## src/rtl/hip_pkg.sv

```systemverilog
// Constants, timing and state type shared by the hot-insertion sequencer
package hip_pkg;

  // ==========================================================================
  // Clock rate
  localparam int unsigned CLK_HZ = 100_000_000;
  localparam int unsigned CYC_PER_MS = CLK_HZ / 1000;
  localparam int unsigned CYC_PER_US = CLK_HZ / 1_000_000;

  // ==========================================================================
  // Times as printed
  localparam int unsigned QUALIFY_MS = 20;   // Connect and power-cycle qualification
  localparam int unsigned SETTLE_MS = 200;   // Supply-good to reset release
  localparam int unsigned RESET_DROP_US = 32; // Supply-good loss to reset assert
  localparam int unsigned BREAKER_US = 20;   // Overcurrent persistence

  // ==========================================================================
  // Times as cycle counts
  localparam int unsigned QUALIFY_CYC = QUALIFY_MS * CYC_PER_MS;
  localparam int unsigned SETTLE_CYC = SETTLE_MS * CYC_PER_MS;
  localparam int unsigned RESET_DROP_CYC = RESET_DROP_US * CYC_PER_US;
  localparam int unsigned BREAKER_CYC = BREAKER_US * CYC_PER_US;

  // ==========================================================================
  // Positions of pin inputs in the synchroniser vector
  localparam int unsigned SYNC_W = 8;
  localparam int unsigned PIN_CONN_A = 0;
  localparam int unsigned PIN_CONN_B = 1;
  localparam int unsigned PIN_REQ_N = 2;
  localparam int unsigned PIN_LO_UVLO = 3;
  localparam int unsigned PIN_HI_UVLO = 4;
  localparam int unsigned PIN_ABOVE_RST = 5;
  localparam int unsigned PIN_BELOW_TRIP = 6;
  localparam int unsigned PIN_OVERCUR = 7;

  // ==========================================================================
  // Values after reset
  localparam logic [7:0] RST_SYNC = 8'h04;   // Request input idles high
  localparam logic RST_BUS_ISOLATE = 1'b1;   // Bus switch off on power
  localparam logic RST_SYS_RESET_N = 1'b0;
  localparam logic RST_FAULT_N = 1'b1;
  localparam logic RST_GATE_DISCHARGE = 1'b1; // Gates held low at power
  localparam logic RST_LOW = 1'b0;

  // ==========================================================================
  // Sequencer states
  typedef enum logic [1:0] {
    ST_WAIT,
    ST_ON,
    ST_DISCHARGE,
    ST_TRIPPED
  } hip_state_t;

endpackage

```

## src/rtl/hip_sequencer.sv

```systemverilog
// Power sequencer for a hot-inserted board: connect, ramp, cycle, breaker
`timescale 1ns/1ps
module hip_sequencer
  import hip_pkg::*;
#(
  parameter int unsigned QUALIFY_COUNT = QUALIFY_CYC,
  parameter int unsigned SETTLE_COUNT = SETTLE_CYC
) (
  // Clock and reset
  input wire logic ref_clk,
  input wire logic resetn,
  // Backplane pins
  input wire logic connect_sense_a_n,
  input wire logic connect_sense_b_n,
  input wire logic pwr_cycle_req_n,
  // Analog status
  input wire logic low_rail_input_ok,
  input wire logic high_rail_input_ok,
  input wire logic low_rail_output_ok,
  input wire logic outputs_below_trip,
  input wire logic overcurrent_sense,
  // Supply control
  output logic ramp_current_en,
  output logic low_rail_gate_drive,
  output logic high_rail_gate_drive,
  output logic gate_discharge,
  output logic neg_supply_enable,
  // Board supervision
  output logic supply_good_out,
  output logic sys_reset_n,
  output logic bus_isolate,
  output logic fault_n
);

  // ==========================================================================
  // Pin synchronisers
  logic [SYNC_W-1:0] pins;
  logic [SYNC_W-1:0] sync1_q;
  logic [SYNC_W-1:0] sync2_q;

  assign pins = {overcurrent_sense, outputs_below_trip, low_rail_output_ok,
                 high_rail_input_ok, low_rail_input_ok, pwr_cycle_req_n,
                 connect_sense_b_n, connect_sense_a_n};

  // Two stages before any logic
  always_ff @(posedge ref_clk) begin
    if (!resetn) begin
      sync1_q <= RST_SYNC;
      sync2_q <= RST_SYNC;
    end else begin
      sync1_q <= pins;
      sync2_q <= sync1_q;
    end
  end

  logic conn_a_n_s, conn_b_n_s, req_n_s, uvlo_ok_s, above_rst_s, below_trip_s, overcur_s;

  // Named views of the synchronised pins
  assign conn_a_n_s = sync2_q[PIN_CONN_A];
  assign conn_b_n_s = sync2_q[PIN_CONN_B];
  assign req_n_s = sync2_q[PIN_REQ_N];
  assign uvlo_ok_s = sync2_q[PIN_LO_UVLO] && sync2_q[PIN_HI_UVLO];
  assign above_rst_s = sync2_q[PIN_ABOVE_RST];
  assign below_trip_s = sync2_q[PIN_BELOW_TRIP];
  assign overcur_s = sync2_q[PIN_OVERCUR];

  // ==========================================================================
  // Qualification counters
  logic conn_done, req_done, oc_done, up_done, down_done;

  // Both connect senses low
  hip_qualify #(.COUNT(QUALIFY_COUNT)) u_conn_q (
    .ref_clk(ref_clk),
    .resetn(resetn),
    .cond(!conn_a_n_s && !conn_b_n_s),
    .done_q(conn_done)
  );

  // Power-cycle request held low, short pulses dropped
  hip_qualify #(.COUNT(QUALIFY_COUNT)) u_req_q (
    .ref_clk(ref_clk),
    .resetn(resetn),
    .cond(!req_n_s),
    .done_q(req_done)
  );

  // Overcurrent persistence
  hip_qualify #(.COUNT(BREAKER_CYC)) u_oc_q (
    .ref_clk(ref_clk),
    .resetn(resetn),
    .cond(overcur_s),
    .done_q(oc_done)
  );

  // Output above reset threshold long enough
  hip_qualify #(.COUNT(SETTLE_COUNT)) u_up_q (
    .ref_clk(ref_clk),
    .resetn(resetn),
    .cond(above_rst_s),
    .done_q(up_done)
  );

  // Output below reset threshold long enough
  hip_qualify #(.COUNT(RESET_DROP_CYC)) u_down_q (
    .ref_clk(ref_clk),
    .resetn(resetn),
    .cond(!above_rst_s),
    .done_q(down_done)
  );

  // ==========================================================================
  // Power state machine
  hip_state_t state_q;
  hip_state_t state_d;
  logic ramp_d, pump_d, dis_d, neg_d, fault_n_d;
  logic clr_hold_q, clr_hold_d;

  // Next state and supply outputs
  always_comb begin
    state_d = state_q;
    fault_n_d = fault_n;
    clr_hold_d = clr_hold_q && req_done; // Clearing request still held
    unique case (state_q)
      ST_WAIT: begin
        if (conn_done && uvlo_ok_s) begin
          state_d = ST_ON;
        end
      end
      ST_ON: begin
        if (oc_done) begin
          state_d = ST_TRIPPED;
          fault_n_d = 1'b0;
        end else if ((req_done && !clr_hold_q) || conn_a_n_s || conn_b_n_s) begin
          state_d = ST_DISCHARGE;
        end
      end
      ST_DISCHARGE: begin
        // Hold while request low; leave only once outputs are down
        if (req_n_s && below_trip_s) begin
          state_d = ST_WAIT;
        end
      end
      ST_TRIPPED: begin
        if (req_done) begin
          state_d = ST_ON;
          fault_n_d = 1'b1;
          clr_hold_d = 1'b1;
        end else if (!uvlo_ok_s) begin
          state_d = ST_WAIT;
          fault_n_d = 1'b1;
        end
      end
    endcase
    // Supply drive decoded from the next state
    ramp_d = (state_d == ST_ON);
    pump_d = (state_d == ST_ON);
    neg_d = (state_d == ST_ON);
    dis_d = (state_d != ST_ON);
  end

  // State and supply registers
  always_ff @(posedge ref_clk) begin
    if (!resetn) begin
      state_q <= ST_WAIT;
      ramp_current_en <= RST_LOW;
      low_rail_gate_drive <= RST_LOW;
      high_rail_gate_drive <= RST_LOW;
      gate_discharge <= RST_GATE_DISCHARGE;
      neg_supply_enable <= RST_LOW;
      fault_n <= RST_FAULT_N;
      clr_hold_q <= RST_LOW;
    end else begin
      state_q <= state_d;
      ramp_current_en <= ramp_d;
      low_rail_gate_drive <= pump_d;
      high_rail_gate_drive <= pump_d;
      gate_discharge <= dis_d;
      neg_supply_enable <= neg_d;
      fault_n <= fault_n_d;
      clr_hold_q <= clr_hold_d;
    end
  end

  // ==========================================================================
  // Supply-good, system reset and bus isolation
  logic pg_d, rst_n_d, iso_d;

  // Reset only moves on a fully qualified excursion
  always_comb begin
    pg_d = above_rst_s;
    rst_n_d = sys_reset_n;
    iso_d = bus_isolate;
    if (up_done) begin
      rst_n_d = 1'b1;
      iso_d = 1'b0;
    end else if (down_done) begin
      rst_n_d = 1'b0;
      iso_d = 1'b1;
    end
  end

  // Supervisor registers
  always_ff @(posedge ref_clk) begin
    if (!resetn) begin
      supply_good_out <= RST_LOW;
      sys_reset_n <= RST_SYS_RESET_N;
      bus_isolate <= RST_BUS_ISOLATE;
    end else begin
      supply_good_out <= pg_d;
      sys_reset_n <= rst_n_d;
      bus_isolate <= iso_d;
    end
  end
endmodule

```

## src/rtl/hip_qualify.sv

```systemverilog
// Qualification counter: a condition must hold for a full count
`timescale 1ns/1ps
module hip_qualify
  import hip_pkg::*;
#(
  parameter int unsigned COUNT = 4
) (
  // Clock and reset
  input wire logic ref_clk,
  input wire logic resetn,
  // Condition and result
  input wire logic cond,
  output logic done_q
);

  localparam int unsigned CW = $clog2(COUNT + 1);

  logic [CW-1:0] cnt_q;
  logic [CW-1:0] cnt_d;
  logic done_d;

  // ==========================================================================
  // Count while held, restart on loss
  always_comb begin
    cnt_d = cnt_q;
    done_d = done_q;
    if (!cond) begin
      cnt_d = '0;
      done_d = 1'b0;
    end else if (cnt_q == CW'(COUNT)) begin
      done_d = 1'b1;
    end else begin
      cnt_d = cnt_q + 1'b1;
    end
  end

  // Registers
  always_ff @(posedge ref_clk) begin
    if (!resetn) begin
      cnt_q <= '0;
      done_q <= 1'b0;
    end else begin
      cnt_q <= cnt_d;
      done_q <= done_d;
    end
  end
endmodule

```

## config.mk

```make
export PLATFORM = sky130hd
export DESIGN_NAME = hip_sequencer
export DESIGN_NICKNAME = d
export VERILOG_FILES = /design/src/rtl/hip_pkg.sv /design/src/rtl/hip_sequencer.sv /design/src/rtl/hip_qualify.sv
export SDC_FILE = /design/constraint.sdc
export NUM_CORES = 1
export LEC_CHECK = 0
export BUFFER_PORTS_ARGS = -buffer_cell sky130_fd_sc_hd__buf_2
export CAP_MARGIN = 30
export CORE_MARGIN = 2
export CORE_UTILIZATION = 45
export DETAILED_ROUTE_END_ITERATION = 7
export HOLD_SLACK_MARGIN = 0.06
export SLEW_MARGIN = 20
export SYNTH_ARGS = -nofsm -noshare
export SYNTH_HDL_FRONTEND = slang
export SYNTH_SLANG_ARGS = --single-unit
```

## constraint.sdc

```tcl
create_clock -name ref_clk -period 4.7 [get_ports ref_clk]
set_clock_uncertainty 0.15 [all_clocks]
set_input_delay 0.47 -clock ref_clk [delete_from_list [all_inputs] [get_ports ref_clk]]
set_output_delay 0.47 -clock ref_clk [all_outputs]
set_load 0.02 [all_outputs]
```

# ---- Yosys cells after proc, flatten, opt, wreduce, memory -nomap -nowiden
# Cells that the tools add are included.
dict set report classes {
  add_sub_neg 5
  eq_ne 12
  muxes 17
  bitwise 1
  reduce_logical 20
}
# op count
set op_table {}
lappend op_table {{$add A21 B1 Y21 const B} 2}
lappend op_table {{$eq A21 B21 Y1 const B} 2}
lappend op_table {{$add A25 B1 Y25 const B} 1}
lappend op_table {{$eq A25 B25 Y1 const B} 1}
lappend op_table {{$add A12 B1 Y12 const B} 1}
lappend op_table {{$eq A12 B12 Y1 const B} 1}
lappend op_table {{$mux W2} 6}
lappend op_table {{$add A11 B1 Y11 const B} 1}
lappend op_table {{$eq A11 B11 Y1 const B} 1}
lappend op_table {{$mux W1} 9}
lappend op_table {{$pmux W2 S4} 1}
lappend op_table {{$logic_and A1 B1 Y1} 6}
lappend op_table {{$reduce_and A2 Y1} 3}
lappend op_table {{$eq A2 B1 Y1 const B} 2}
lappend op_table {{$eq A2 B2 Y1 const B} 2}
lappend op_table {{$ne A2 B1 Y1 const B} 2}
lappend op_table {{$reduce_bool A2 Y1} 2}
lappend op_table {{$reduce_or A2 Y1} 2}
lappend op_table {{$logic_not A1 Y1} 3}
lappend op_table {{$ne A3 B2 Y1 const B} 1}
lappend op_table {{$reduce_and A3 Y1} 1}
lappend op_table {{$logic_not A2 Y1} 1}
lappend op_table {{$logic_or A1 B1 Y1} 2}
lappend op_table {{$pmux W1 S2} 1}
lappend op_table {{$not A1 Y1} 1}
dict set report word_totals {
  reg_bits 120
  out_inout_bits 9
  elab_cells 75
}

# ---- Depth between registers and ports, before layout
# Gate-level depths: netlist of run 1.
dict set report logic_depth {
  word_depth 8
  ltp_mapped 6
  mapped_depth_nobuf 6
}

# ---- Cells and area by module
# From an unflattened synthesis of run 1, not the netlist that was laid out.
dict set report unflattened {
  cells_unflattened 616
  hier_area_um2 5432.7
}
# mod n_inst cells_per_inst area_per_inst_um2 seq_area_each_um2
set by_module_without_submodules {}
lappend by_module_without_submodules {{hip_qualify at u_conn_q ...} 2 126 1057.3 440.4}
lappend by_module_without_submodules {{hip_qualify at u_up_q} 1 149 1262.5 520.5}
lappend by_module_without_submodules {hip_sequencer 1 77 802.0 500.5}
lappend by_module_without_submodules {{hip_qualify at u_down_q} 1 70 654.4 260.2}
lappend by_module_without_submodules {{hip_qualify at u_oc_q} 1 68 599.3 240.2}

# ---- Worst setup path after synthesis of run 1
# No wires, ideal clock.
dict set report synth_path {
  kind {register to register}
  startpoint {register u_up_q.cnt_q[0]}
  endpoint {register u_up_q.cnt_q[22]}
  setup_ns 0.070
  t_arrival_ns 1.659
  required_time_ns 4.480
  path_slack_ns 2.821
  stages_incl_launch_ff 7
  n_path_buf 1
  period_less_slack_ns 1.879
  path_cell_list {dfxtp_1 -> ha_1 -> and4_2 -> nand4_1 -> clkbuf_1 -> or4_1 -> a21oi_1}
}
dict set report synth_between {
  elab_chain_cells 1
  elab_cells_between_ends 2
}
# item line
set synth_rtl {}
lappend synth_rtl {{from (decl)} hip_qualify.sv:18} ;# logic [CW-1:0] cnt_q;
lappend synth_rtl {{from (signal assigned)} hip_qualify.sv:43} ;# cnt_q <= cnt_d;
lappend synth_rtl {{$add A25 B1 Y25 / $eq A25 B25 Y1 (equally long branches)} {hip_qualify.sv:33, hip_qualify.sv:30}}
# Parallel ways exist; a longest one is shown, timed or not.
# A chain may end at the register's enable or synchronous reset.

# ---- Worst setup path after layout of run 1
dict set report layout_path {
  startpoint {register u_up_q.cnt_q[0]}
  endpoint {register u_up_q.cnt_q[24]}
}
# The elaborated chain is that of the path after synthesis.

==> qor.csv, run 1 <==
stage;metric;value;unit
logic_synthesis;number of library cell types mapped by synthesis;43;
floorplan;Die Height;112;um
clock_tree;H-tree depth;4;
timing;fmax;454;MHz
final_layout;Layout area overhead;15.4;%
logic_synthesis;post-synthesis sequential area ratio;46.1;%
logic_synthesis;syn_nets;610;
critical_path;worst r2r path cells;5;
timing;RSZ-0062 raised after global routing;no;
clock_tree;Post-CTS Setup Repair Bufs;0;
place;I/O Buffers;18;
clock_tree;TritonCTS clock tree;yes;
timing;setup TNS;0;ns
min_path;Min-Delay Path Depth;2;
floorplan;Die X-Extent;112;um
flow_run;number of max-cap violations;0;
clock_tree;Bufs on Longest Clock Path;2;
drt;# DRC;0;
clock_tree;clk_lat worst skew;0.41;ns
clock_tree;clock sink count;120;
critical_path;Crit Reg-Reg Endpoint;u_up_q.cnt_q[24];
place;DP HPWL;6660;um
grt;largest net degree at the start of global routing;32;
place;GPL Wtd Cong;0.784;
floorplan;Core Region;0.0114;mm^2
power;Pwr per Cell Area;413;mW/mm^2
run_status;status;completed;
final_layout;Ant. Diodes;0;
clock_tree;post-CTS sizing;0;
critical_path;critical path required time;4.86;ns
logic_synthesis;Yosys warnings;0;
power;Max VDD drop;0.220;mV
grt;grt ovf;0;
clock_tree;Clk pin slew, worst setup/hold paths;0.05;ns
logic_synthesis;top post-synthesis cells by area;dfxtp_1 46%, xor2_1 5.9%, nor2_1 4.3%;
final_layout;final instance area;0.00601;mm^2
clock_tree;CTS Buf Count;17;
final_layout;share of cells above drive strength 1;8.31;%
logic_synthesis;Yosys top cell area share;46.1;%
final_layout;Total Nets Final;623;
critical_path;CP Class;reg -> reg;
clock_tree;CTS Hold Bufs;0;
logic_synthesis;Syn Std Cell Area;0.00521;mm^2
floorplan;Starting Density;45.8;%
grt;antenna violations before repair;0;
drt;DR vias;4124;
timing;Tmin final;2.20;ns
drt;drt first pass iters;4;
grt;GRT Total Usage;17.2;%
critical_path;crit-path max FO;11;
drt;antenna viol nets, final;0;
min_path;min-delay src;pwr_cycle_req_n;
clock_tree;Root Buffer;clkbuf_16;
drt;drt initial violations;146;
final_layout;Fillers;1036;
drt;DR vias/cell;5.45;
critical_path;Reg2Reg Launch Point;u_up_q.cnt_q[0];
critical_path;R2R setup slack;2.50;ns
timing;final setup vio count;0;
min_path;Hold EP;sync1_q[2];
critical_path;Crit path arrival time;2.36;ns
logic_synthesis;flops & latches, synth;120;
place;Placed Cells;727;
timing;Worst Tran Pin Value;0.848;ns
logic_synthesis;post-synth top area cell;dfxtp_1;
power;P_leak;0.00202;uW
timing;Slew Limit Fails;0;
timing;Rel. slew slack;43.3;%
drt;routed wire length;10000;um
final_layout;FF/Latch Area;0.00240;mm^2
floorplan;full die area;0.0125;mm^2
logic_synthesis;synthesized area per cell;8.83;um^2
floorplan;Rows;39;
critical_path;CP startpoint kind;register;
grt;first-pass GRT wire length;17700;um
final_layout;area used by multi-input combinational logic;0.00263;mm^2
drt;drt wl/cell;13.2;um
place;Area after DPL;0.00537;mm^2
logic_synthesis;Syn Inst Count;590;
critical_path;Worst setup EP type;register;
min_path;Hold WC Path Type;in -> reg;
timing;period utilization;46.8;%
final_layout;Final Util;52.9;%
final_layout;Layout Cells excl Fill;757;
grt;vias in the first global route;3908;
timing;final hold violation count;0;
floorplan;Ports;19;
==> synthesized netlist by cell type, drive strengths merged <==
library cell	count
nor4	8
o2111ai	1
a32oi	1
or3	17
o211ai	2
nand2	43
and4b	1
nand4	27
nand4b	2
nand3	30
o41ai	1
nand3b	7
nor3	8
o21a	6
o211a	1
dfxtp	120
buf	6
xor2	35
mux2i	7
or4b	1
and3	6
nor4b	6
o21ai	26
ha	10
and4	12
o31ai	11
clkbuf	18
nor2	59
nor3b	1
and2	22
xnor2	11
nand2b	7
a21oi	40
inv	19
nor2b	4
or4	13
nor4bb	1
==> through the flow <==
stage	setup slack, ns	hold WS (ns)	total power [uW]
2_1_floorplan	2.82	0.236	1090
3_3_place_gp	2.45	0.249	1100
3_5_place_dp	2.38	0.248	1100
4_1_cts	2.50	0.0957	2510
5_1_grt	2.26	0.105	2570
6_report	2.50	0.109	2490
==> area by class of cell <==
type	instances	share of cell area, %
multi-input combinational	427	43.7
sequential	120	39.9
clock buffer	22	7.89
tap	143	2.98
clock inverter	8	2.81
timing repair buffer	18	1.50
inverter	19	1.19
==> cells by family (layout without fill, tap and decap cells) <==
group | Yosys count | count (layout) | synth area share (%)
xor gates and xnor gates | 46 | 46 | 7.73
buffers and inverters | 43 | 67 | 3.43
DFF | 120 | 120 | 46.1
AOI/OAI and AO/OA | 89 | 89 | 9.78
and+or+nand+nor | 275 | 275 | 29.2
adders and majority gates | 10 | 10 | 2.40
muxes | 7 | 7 | 1.35
==> registers in the layout, summed over array words and instances, names as in the netlist, 2 cells and up <==
register,flops
u_down_q.cnt_q,12
sync1_q,8
state_q,2
u_up_q.cnt_q,25
u_oc_q.cnt_q,11
u_conn_q.cnt_q,21
sync2_q,8
u_req_q.cnt_q,21
==> cell usage in the layout, fill, tap and decap left out, types with 16 or more instances in the layout <==
master     synthesis  layout
dfxtp_1          120     120
nor2_1            59      59
nand2_1           42      42
a21oi_1           40      40
xor2_1            35      35
nand3_1           30      30
nand4_1           26      26
o21ai_0           26      26
and2_1            22      22
inv_1             19      19
buf_2              2      18
clkbuf_16          0      17
or3_1             16      16
==> worst max-delay path, stage by stage, from the launching register on <==
cell     delay (ns)
dfxtp_1        0.40
ha_1           0.24
and4_2         0.30
nand4_1        0.33
or4_1          0.50
a21oi_1        0.19
==> worst max path at each step <==
stage / start / endpoint / slack [ns] / depth (start not counted)
5_1_grt: u_up_q.cnt_q[0] / u_up_q.cnt_q[24] / 2.26 / 5
3_5_place_dp: resetn / u_up_q.cnt_q[1] / 2.38 / 3
4_1_cts: u_up_q.cnt_q[0] / u_up_q.cnt_q[24] / 2.50 / 5
6_report: u_up_q.cnt_q[0] / u_up_q.cnt_q[24] / 2.50 / 5
3_3_place_gp: resetn / u_up_q.cnt_q[2] / 2.45 / 5
2_1_floorplan: u_up_q.cnt_q[0] / u_up_q.cnt_q[22] / 2.82 / 6
==> layer usage <==
metal  GRT usage, %  wire length (um)  part of all wire [%]
met5              0                 0                     0
met4           6.91               141                   1.4
met3           4.68               269                   2.7
met2           27.8              4730                    47
met1           22.1              4880                    49
==> where the power goes <==
group          leakage [uW]  total, uW  switching (uW)  internal [uW]
logic              0.000730       41.6            25.5           16.1
clock network      0.000316       1410             431            975
registers          0.000971       1040            7.98           1030
total               0.00202       2490             464           2020
(Power assumes the default switching activity.)
==> run 2, diff against run 1 <==
==> constraint.sdc (replaced) <==
create_clock -name ref_clk -period 1.78 [get_ports ref_clk]
set_clock_uncertainty 0.15 [all_clocks]
set_input_delay 0.178 -clock ref_clk [delete_from_list [all_inputs] [get_ports ref_clk]]
set_output_delay 0.178 -clock ref_clk [all_outputs]
set_load 0.02 [all_outputs]
==> qor.csv, run 2 (synthesized netlist as in run 1, its figures left out) <==
stage;metric;value;unit
grt;grt ovf;0;
power;Pwr per Cell Area;957;mW/mm^2
place;Placed Cells;785;
drt;DR vias;4390;
timing;Tmin final;1.88;ns
critical_path;CP startpoint kind;register;
critical_path;Crit path arrival time;2.08;ns
final_layout;commonest cells after routing, fill and taps aside;105 x dfxtp_1, 63 x buf_4, 59 x nor2_1, 42 x nand2_1;
grt;antenna violations before repair;0;
timing;RSZ-0062 raised after global routing;yes;
timing;period utilization;106;%
drt;drt first pass iters;4;
timing;fmax;531;MHz
timing;final hold violation count;0;
critical_path;worst setup path end;u_up_q.cnt_q[15];
floorplan;Die X-Extent;112;um
critical_path;Worst setup EP type;register;
timing;final setup vio count;7;
floorplan;Die Height;112;um
power;P_leak;0.00241;uW
clock_tree;H-tree depth;4;
critical_path;Reg2Reg Launch Point;u_up_q.cnt_q[0];
drt;drt initial violations;228;
critical_path;R2R setup slack;-0.10;ns
timing;Worst Tran Pin Value;0.699;ns
power;Max VDD drop;0.891;mV
final_layout;biggest regs;u_up_q.cnt_q (25), u_conn_q.cnt_q (21), u_req_q.cnt_q (21);
clock_tree;Clk pin slew, worst setup/hold paths;0.06;ns
final_layout;Total Nets Final;697;
final_layout;share of cells above drive strength 1;23.6;%
run_status;status;finished, violations left;
place;DP Worst Slack;-0.0758;ns
run_status;failing checks;negative setup slack;
grt;vias in the first global route;4224;
place;DP HPWL;7410;um
drt;drt wl/cell;13.3;um
critical_path;crit-path max FO;8;
min_path;Hold WC Path Type;reg -> reg;
floorplan;full die area;0.0125;mm^2
critical_path;CP Class;reg -> reg;
clock_tree;clock sink count;120;
final_layout;max reg flops;25;
clock_tree;Root Buffer;clkbuf_16;
final_layout;Final Util;59.6;%
critical_path;number of stages on the worst setup path;4;
drt;# DRC;0;
grt;first-pass GRT wire length;19200;um
final_layout;register with the most flip-flops;u_up_q.cnt_q;
final_layout;Ant. Diodes;0;
timing;final setup margin;-0.103;ns
critical_path;critical path required time;1.98;ns
critical_path;worst r2r path cells;4;
final_layout;commonest non-fill, non-tap cell in the layout;dfxtp_1;
drt;DR vias/cell;5.27;
clock_tree;clk_lat worst skew;0.41;ns
timing;Slew Limit Fails;0;
floorplan;Ports;19;
grt;largest net degree at the start of global routing;19;
critical_path;worst path bufs/invs;0;
drt;antenna viol nets, final;0;
critical_path;CP max-delay cell;or4_4;
critical_path;Crit Reg-Reg Endpoint;u_up_q.cnt_q[15];
clock_tree;Bufs on Longest Clock Path;2;
timing;Rel. slew slack;53.4;%
clock_tree;TritonCTS clock tree;yes;
clock_tree;CTS Buf Count;17;
floorplan;Rows;39;
floorplan;Starting Density;45.8;%
critical_path;cell breakdown of the critical path;nand3_2, or4_4, or4b_4, a21oi_2;
critical_path;CP peak stage delay;0.57;ns
critical_path;Top Family by Delay on Critical Path;simple AND/OR/NAND/NOR gates;
place;GPL Wtd Cong;0.803;
final_layout;Layout Cells excl Fill;833;
flow_run;number of max-cap violations;0;
grt;GRT Total Usage;19.0;%
place;I/O Buffers;18;
floorplan;Core Region;0.0114;mm^2
final_layout;Layout area overhead;30.1;%
critical_path;CP Launch Point;u_up_q.cnt_q[0];
drt;routed wire length;11100;um
[run 2: changes by cell type in the layout (fill, tap and decap cells not counted), moves of 3 or more]
cell / before / now
dfxtp_1: 120 / 105
and4_4: 0 / 4
and4_1: 11 / 6
dfxtp_2: 0 / 14
clkbuf_8: 3 / 0
nor4_1: 8 / 3
nor4_4: 0 / 3
buf_4: 0 / 63
a21oi_1: 40 / 35
dlygate4sd3_1: 0 / 10
clkinv_4: 1 / 5
a21oi_2: 0 / 5
nor4b_1: 6 / 3
[run 2: how the worst min path moves through the flow]
stage	from	endpoint	cells past startpoint
after floorplan	pwr_cycle_req_n	sync1_q[2]	1
after global placement	pwr_cycle_req_n	sync1_q[2]	2
after detailed placement	pwr_cycle_req_n	sync1_q[2]	2
after CTS	sync1_q[2]	sync2_q[2]	1
after global routing	sync1_q[1]	sync2_q[1]	1
final	sync1_q[2]	sync2_q[2]	1
[run 2: per-layer routing]
layer  track usage, %  routed length, um  vias up
met2             30.6               5340       45
met4             7.00                 95        0
met3             6.15                300        7
met5                0                  0        -
met1             23.9               5360     2061
li1                 -                  -     2277
[run 2: what timing repair did]
| item | CTS | global route |
|---|---|---|
| gates resized for setup | 8 | 38 |
| setup endpoints to repair | 13 | 42 |
| hold endpoints to repair | 15 | 0 |
| buffers inserted | 3 | 3 |
| pin swaps | 7 | 14 |
| hold buffers | 10 | 0 |
[run 2: through the flow]
step,TNS (ns),area [um^2],hold WS (ns),power (uW)
6_report,-0.370,6780,0.266,6480
5_1_grt,-1.19,6780,0.284,6710
3_3_place_gp,-0.188,5820,0.229,2910
2_1_floorplan,-0.0530,5230,0.129,2870
4_1_cts,-0.244,6610,0.275,6550
3_5_place_dp,-0.475,5820,0.230,2920
[run 2: area by class of cell]
class | count | area, um^2
timing repair buffer | 92 | 674
sequential | 120 | 2420
multi-input combinational | 427 | 2800
fill | 1020 | 4590
inverter | 19 | 71.3
clock buffer | 17 | 425
clock inverter | 15 | 203
tap | 143 | 179
[run 2: power breakdown]
group / total, uW / leakage (uW) / switching, uW / internal (uW)
clock: 3610 / 0.000303 / 1260 / 2340
sequential: 2730 / 0.000979 / 19.1 / 2720
combinational: 141 / 0.00113 / 75.1 / 66.2
total: 6480 / 0.00241 / 1360 / 5130
